### src/hw/fle_pkg.sv
/*
 * Shared constants and carrier types for the fan LUT entry 3/4 compare block.
 * Assumes the host serial interface decoder supplies a byte address and
 * write strobe, and that the fan controller core supplies mode bits.
 */
package fle_pkg;

	////////////////////////////////////////////////////////////////////////////////
	// Register offsets on the host serial interface
	localparam logic [7:0] LUT_ENTRY3_TEMP_LIMIT_OFS = 8'h54;
	localparam logic [7:0] LUT_ENTRY3_DUTY_OFS       = 8'h55;
	localparam logic [7:0] LUT_ENTRY4_TEMP_LIMIT_OFS = 8'h56;
	localparam logic [7:0] LUT_ENTRY4_DUTY_OFS       = 8'h57;

	// Values after reset
	localparam logic [7:0] LIMIT_RESET = 8'h7f;
	localparam logic [7:0] DUTY_RESET  = 8'h3f;
	localparam logic [7:0] RDATA_RESET = 8'h00;

	// Field positions
	localparam int LIMIT_HALF_BIT = 7;
	localparam int DUTY_EXT_LSB   = 6;
	localparam int DUTY_EXT_MSB   = 7;
	localparam int DUTY_BASE_MSB  = 5;

	// Number of entries handled here and the first entry's index
	localparam int N_ENTRIES   = 2;
	localparam int FIRST_ENTRY = 3;

	////////////////////////////////////////////////////////////////////////////////
	// Carrier types
	typedef struct packed {
		logic temp_hires;  // Half-degree LUT limits in use
		logic duty_hires;  // Eight-bit LUT duty in use
		logic pwm_22k5;    // 22.5 kHz PWM frequency selected
	} fle_mode_s;

	typedef struct packed {
		logic [7:0] whole; // Remote temperature, whole degrees
		logic       half;  // Remote temperature, half-degree bit
	} fle_temp_s;

	typedef struct packed {
		logic [7:0] addr;
		logic [7:0] wdata;
		logic       wr;
		logic       rd;
	} fle_reg_req_s;

endpackage : fle_pkg

### src/hw/fle_lut_entry_compare.sv
/*
 * LUT entries 3 and 4 of the fan controller: limit and duty registers,
 * comparison against the remote diode reading and duty selection.
 * Assumes all inputs come from logic on clk (register decoder, temperature
 * converter, configuration bits) so none are synchronised here.
 */
`timescale 1ns/1ps

// Summary of operation
// - Low-res temp mode holds limit bit seven zero
// - High-res limit uses half bit, 0..127.5
// - Low-res limit spans 0..127 whole degrees
// - Compare nine reading bits high-res, eight low-res
// - Above entry 3 limit only, drive entry 3 duty
// - Above entry 4 limit, drive entry 4 duty
// - Limits are unsigned, bit seven never a sign bit
// - Offset register extends limits beyond 127 degrees
// - Low-res duty mode forces duty bits 7:6 zero
// - High-res duty joins extended and base bits
// - Extended duty bits need 22.5 kHz PWM
// - Low-res entry 3 uses duty bits 5:0
module fle_lut_entry_compare (
	input  wire logic                  clk,
	input  wire logic                  srst,
	input  wire fle_pkg::fle_reg_req_s reg_req,
	output logic [7:0]                 reg_rdata,
	output logic                       reg_rvalid,
	output logic                       reg_hit,
	input  wire logic                  lut_write_en,
	input  wire fle_pkg::fle_mode_s    mode,
	input  wire fle_pkg::fle_temp_s    remote_temp,
	input  wire logic [7:0]            lut_temp_offset,
	input  wire logic [7:0]            lower_duty,
	output logic [7:0]                 pwm_duty,
	output logic [1:0]                 entry_active
);

	logic [7:0] limit_reg [fle_pkg::N_ENTRIES];
	logic [7:0] duty_reg  [fle_pkg::N_ENTRIES];
	logic [7:0] limit_next [fle_pkg::N_ENTRIES];
	logic [7:0] duty_next  [fle_pkg::N_ENTRIES];
	logic [7:0] duty_eff  [fle_pkg::N_ENTRIES];
	logic [1:0] exceeds;
	logic [7:0] rdata_next;
	logic [7:0] pwm_duty_reg;
	logic [1:0] entry_active_reg;
	logic [7:0] reg_rdata_reg;
	logic       reg_rvalid_reg;
	logic       wr_ok;

	// Writes are dropped silently while the LUT is locked
	assign wr_ok = reg_req.wr & lut_write_en;

	////////////////////////////////////////////////////////////////////////////////
	// Per-entry registers and compare
	genvar gi;
	generate
		for (gi = 0; gi < fle_pkg::N_ENTRIES; gi++) begin : g_entry
			localparam logic [7:0] LIM_OFS = fle_pkg::LUT_ENTRY3_TEMP_LIMIT_OFS + 8'(2 * gi);
			localparam logic [7:0] DTY_OFS = fle_pkg::LUT_ENTRY3_DUTY_OFS + 8'(2 * gi);

			// Mask on write so mode bits that are unused read back zero
			always_comb begin
				limit_next[gi] = limit_reg[gi];
				duty_next[gi]  = duty_reg[gi];
				if (wr_ok && reg_req.addr == LIM_OFS) begin
					limit_next[gi] = {reg_req.wdata[7] & mode.temp_hires,
						reg_req.wdata[6:0]};
				end
				if (wr_ok && reg_req.addr == DTY_OFS) begin
					duty_next[gi] = {reg_req.wdata[7:6] & {2{mode.duty_hires}},
						reg_req.wdata[5:0]};
				end
			end

			// Limit and duty storage
			always_ff @(posedge clk) begin
				if (srst) begin
					limit_reg[gi] <= fle_pkg::LIMIT_RESET;
					duty_reg[gi]  <= fle_pkg::DUTY_RESET;
				end else begin
					limit_reg[gi] <= limit_next[gi];
					duty_reg[gi]  <= duty_next[gi];
				end
			end

			fle_entry u_entry (
				.limit_reg   (limit_reg[gi]),
				.duty_reg    (duty_reg[gi]),
				.temp_offset (lut_temp_offset),
				.temp        (remote_temp),
				.mode        (mode),
				.exceeds     (exceeds[gi]),
				.duty_eff    (duty_eff[gi])
			);
		end
	endgenerate

	////////////////////////////////////////////////////////////////////////////////
	// Read path: mode masks applied again so a mode change reads back at once
	always_comb begin
		rdata_next = fle_pkg::RDATA_RESET;
		reg_hit    = 1'b1;
		case (reg_req.addr)
			fle_pkg::LUT_ENTRY3_TEMP_LIMIT_OFS: rdata_next = {limit_reg[0][7] & mode.temp_hires,
				limit_reg[0][6:0]};
			fle_pkg::LUT_ENTRY3_DUTY_OFS: rdata_next = {duty_reg[0][7:6] & {2{mode.duty_hires}},
				duty_reg[0][5:0]};
			fle_pkg::LUT_ENTRY4_TEMP_LIMIT_OFS: rdata_next = {limit_reg[1][7] & mode.temp_hires,
				limit_reg[1][6:0]};
			fle_pkg::LUT_ENTRY4_DUTY_OFS: rdata_next = {duty_reg[1][7:6] & {2{mode.duty_hires}},
				duty_reg[1][5:0]};
			default: reg_hit = 1'b0; // Unmapped: read zero, no hit
		endcase
	end

	// Read data registered one cycle after the read strobe
	always_ff @(posedge clk) begin
		if (srst) begin
			reg_rdata_reg  <= fle_pkg::RDATA_RESET;
			reg_rvalid_reg <= 1'b0;
		end else begin
			reg_rvalid_reg <= reg_req.rd;
			if (reg_req.rd) begin
				reg_rdata_reg <= rdata_next;
			end
		end
	end

	////////////////////////////////////////////////////////////////////////////////
	// Duty selection: the higher entry wins, else pass the lower entries' duty
	always_ff @(posedge clk) begin
		if (srst) begin
			pwm_duty_reg     <= fle_pkg::RDATA_RESET;
			entry_active_reg <= 2'b00;
		end else begin
			entry_active_reg <= exceeds;
			if (exceeds[1]) begin
				pwm_duty_reg <= duty_eff[1];
			end else if (exceeds[0]) begin
				pwm_duty_reg <= duty_eff[0];
			end else begin
				pwm_duty_reg <= lower_duty;
			end
		end
	end

	assign pwm_duty     = pwm_duty_reg;
	assign entry_active = entry_active_reg;
	assign reg_rdata    = reg_rdata_reg;
	assign reg_rvalid   = reg_rvalid_reg;
endmodule : fle_lut_entry_compare

### src/hw/fle_entry.sv
/*
 * One LUT entry: effective limit, comparison against the remote reading and
 * the duty value that this entry offers. Purely combinational.
 * Assumes the stored registers were already masked on write.
 */
`timescale 1ns/1ps

module fle_entry (
	input  wire logic [7:0]        limit_reg,
	input  wire logic [7:0]        duty_reg,
	input  wire logic [7:0]        temp_offset,
	input  wire fle_pkg::fle_temp_s temp,
	input  wire fle_pkg::fle_mode_s mode,
	output logic                   exceeds,
	output logic [7:0]             duty_eff
);

	logic [8:0] eff_whole;
	logic       eff_half;

	////////////////////////////////////////////////////////////////////////////////
	// Limit is unsigned; offset extends it past 127 degrees
	assign eff_whole = {2'b00, limit_reg[6:0]} + {1'b0, temp_offset};
	// Half bit only counts in high resolution
	assign eff_half  = mode.temp_hires & limit_reg[fle_pkg::LIMIT_HALF_BIT];

	// Nine-bit reading against half-degree limit, else eight-bit whole degrees
	always_comb begin
		if (mode.temp_hires) begin
			exceeds = {1'b0, temp.whole, temp.half} > {eff_whole, eff_half};
		end else begin
			exceeds = {1'b0, temp.whole} > eff_whole;
		end
	end

	// Extended duty bits only with high resolution duty at 22.5 kHz
	always_comb begin
		if (mode.duty_hires && mode.pwm_22k5) begin
			duty_eff = duty_reg;
		end else begin
			duty_eff = {2'b00, duty_reg[fle_pkg::DUTY_BASE_MSB:0]};
		end
	end

endmodule : fle_entry

### config.mk
export PLATFORM = sky130hd
export DESIGN_NAME = fle_lut_entry_compare
export DESIGN_NICKNAME = d
export VERILOG_FILES = /design/src/hw/fle_pkg.sv /design/src/hw/fle_lut_entry_compare.sv /design/src/hw/fle_entry.sv
export SDC_FILE = /design/constraint.sdc
export NUM_CORES = 1
export LEC_CHECK = 0
export BUFFER_PORTS_ARGS = -buffer_cell sky130_fd_sc_hd__buf_2
export CAP_MARGIN = 25
export CORE_MARGIN = 5
export CORE_UTILIZATION = 59
export DETAILED_ROUTE_END_ITERATION = 7
export PLACE_DENSITY = 0.85
export RECOVER_POWER = 25
export SETUP_SLACK_MARGIN = 0.3
export SKIP_LAST_GASP = 1
export SYNTH_ARGS = -nofsm -noshare
export SYNTH_HDL_FRONTEND = slang
export SYNTH_SLANG_ARGS = --single-unit
### constraint.sdc
create_clock -name clk -period 8.6 [get_ports clk]
set_input_delay 1.72 -clock clk [delete_from_list [all_inputs] [get_ports clk]]
set_output_delay 1.72 -clock clk [all_outputs]
set_load 0.01 [all_outputs]
==> flow_metrics.env <==
export IMPL_layout_setup_ws_ns=3.78
export IMPL_layout_common_cells="dfxtp_1 (51), buf_2 (51), ha_1 (34)"
export IMPL_ios=69
export IMPL_grt_overflow=0
export IMPL_cts_resized=0
export IMPL_multi_input_area_um2=2090
export IMPL_vias_per_cell=5.91
export IMPL_fin_nets=503
export IMPL_num_antenna_cells=0
export IMPL_numPortBuffers=68
export IMPL_core_area_um2=5440
export IMPL_setup_tns_ns=0
export IMPL_synth_area_leaders="dfxtp_1 (31%), ha_1 (13%), nor2b_1 (5.6%)"
export IMPL_die_w_um=84.3
export IMPL_synth_edf_count=0
export IMPL_crit_path_max_fanout=8
export IMPL_netlist_area_um2=3260
export IMPL_regArea_um2=1020
export IMPL_cts_sinks=51
export IMPL_cts_root_buf="clkbuf_8"
export IMPL_first_global_vias=2854
export IMPL_rows=27
export IMPL_holdPathStages=2
export IMPL_syn_num_nets=443
export IMPL_worst_pin_slew_ns=2.07
export IMPL_fillCellCount=448
export IMPL_ir_drop_v=0.000105
export IMPL_drtIter0Drc=216
export IMPL_drc=0
export IMPL_area_delta_synth_final_pct=14.7
export IMPL_synth_distinct_cells=47
export IMPL_ctsHoldBuffers=0
export IMPL_dieArea_um2=7110
export IMPL_slew_viol_final=53
export IMPL_clock_latency_ns=0.31
export IMPL_violations="capacitance limit, slew limit"
export IMPL_rr_worst_depth=15
export IMPL_fin_hold_ws_ns=0.483
export IMPL_cts_buffers=5
export IMPL_start_util_pct=59.9
export IMPL_place_hpwl_um=6240
export IMPL_cp_cell_sequence="buf_2 > ha_1 > a21o_1 > a21oi_1 > nor2b_1 > o21a_1 > o41a_1 > xnor2_1 > ha_1 > nand3_1 > a2111oi_0 > a21oi_1 > o211ai_1 > buf_4 > mux2i_1 > a211oi_1"
export IMPL_hold_viol=0
export IMPL_ant_nets=0
export IMPL_grt_first_pass_wirelength_um=13700
export IMPL_max_cap_violations=1
export IMPL_period_share_pct=56.1
export IMPL_grt_max_degree=53
export IMPL_cts_setup_buffers=0
export IMPL_totalPowerFinal_w=0.000558
export IMPL_rsz0062_at_grt="no"
export IMPL_synth_top_area_share_pct=31.3
export IMPL_p_leak_nw=1.65
export IMPL_period_needed_ns=4.82
export IMPL_drive_above_1_share_pct=18.6
export IMPL_dr_total_vias=2903
export IMPL_ys_ff_latch=51
export IMPL_arrival_ns=4.93
export IMPL_synth_area_per_cell_um2=9.10
export IMPL_crit_path_end_kind="register"
export IMPL_yosys_area_top_type="dfxtp_1"
export IMPL_syn_inst=358
export IMPL_status="finished with violations"
export IMPL_crit_type="input pin to register"
export IMPL_max_stage_delay_ns=0.36
export IMPL_drt_pass1_iterations=5
export IMPL_setup_viol=0
export IMPL_max_slew_margin_pct=-38.1
export IMPL_htreeDepth=2
export IMPL_cpMaxStageDelayCell="a2111oi_0"
export IMPL_cts_clk_slew_worst_paths_ns=0.10
export IMPL_yosysSeqAreaShare_pct=31.3
export IMPL_totalWireLength_um=8300
export IMPL_start_kind="input pin"
export IMPL_post_route_util_pct=68.7
export IMPL_ys_warn_count=0
export IMPL_gp_congestion=0.816
export IMPL_hp_class="register to register"
export IMPL_chipHeight_um=84.3
export IMPL_fmax_ghz=0.207
export IMPL_dpl_worst_slack_ns=3.56
export IMPL_synthArstFlopShare_pct=0
export IMPL_clock_skew_ns=0.0104
export IMPL_required_ns=8.71
export IMPL_synth_ff_type="dfxtp_1"
export IMPL_grt_antenna_before_repair=0
export IMPL_p_per_area_nw_per_um2=149
export IMPL_wire_per_inst_um=16.9
export IMPL_track_usage_pct=23.5
export IMPL_max_clock_path_buffers=2
export IMPL_cts_tree="built"
-- stage by stage --
step,area (um^2),cells
2_1_floorplan,3260,358
3_3_place_gp,3610,482
3_5_place_dp,3620,483
4_1_cts,3760,491
5_1_grt,3740,491
6_report,3740,491
-- where the power goes --
| group | switching [W] | internal [W] |
|---|---|---|
| Clock | 0.0000815 | 0.000116 |
| Combinational | 0.0000657 | 0.0000503 |
| Sequential | 0.00000182 | 0.000243 |
-- cell type report --
class | instances | area share [%]
tap | 72 | 2.41
clock buffer | 5 | 1.84
multi-input combinational | 273 | 56.0
inverter | 17 | 1.71
timing repair buffer | 70 | 8.94
clock inverter | 3 | 1.81
sequential | 51 | 27.3
-- final timing paths --
check | slack [ns] | from | end
hold reg to reg | 0.48 | duty_reg[1][6] | duty_reg[1][6]
setup / recovery | 3.78 | lut_temp_offset[1] | pwm_duty[2]
setup reg to reg | 4.99 | limit_reg[0][1] | pwm_duty[2]
hold / removal | 0.48 | duty_reg[1][6] | duty_reg[1][6]
-- kinds of logic (layout without fill, tap and decap cells) --
group                      count (synthesis)  after routing  synth area share [%]
and+or+nand+nor                          131            131                  22.7
AOI/OAI and AO/OA                         77             77                  16.4
DFF                                       51             51                  31.3
adders and majority gates                 36             36                  14.3
buffers and inverters                     34             95                  4.49
muxes                                     18             18                  7.83
xor gates and xnor gates                  11             11                  2.96
-- critical path: cells and delay by family --
kind,cells,cell delay [ns]
muxes,1,0.25
buffers and inverters,2,0.41
adders and majority gates,2,0.59
xor gates and xnor gates,1,0.13
and+or+nand+nor,2,0.19
AOI/OAI and AO/OA,8,1.64
-- cell usage after synthesis (3+ instances only) --
master    count
nand3_1       9
a211oi_1      7
a21o_1        8
nor2_1       23
buf_2         3
nand3b_1     13
dfxtp_1      51
o21ai_0       5
a21oi_1      25
a211o_2       4
a211o_1      10
xor2_1        7
nand2_1      30
nand2b_1      7
and3_1        3
o22ai_1       4
nor2b_1      29
ha_1         34
mux4_2        6
inv_1        17
clkbuf_1     11
mux2i_1      12
xnor2_1       4
and2_1        3
-- metal layers --
layer,track usage [%],vias to the layer above,routed length (um)
met2,40.0,108,4110
met1,30.2,1380,3460
met3,4.61,17,560
met5,0,-,0
li1,-,1398,-
met4,6.58,0,168
No activity file was read; power rests on OpenSTA's default activity.
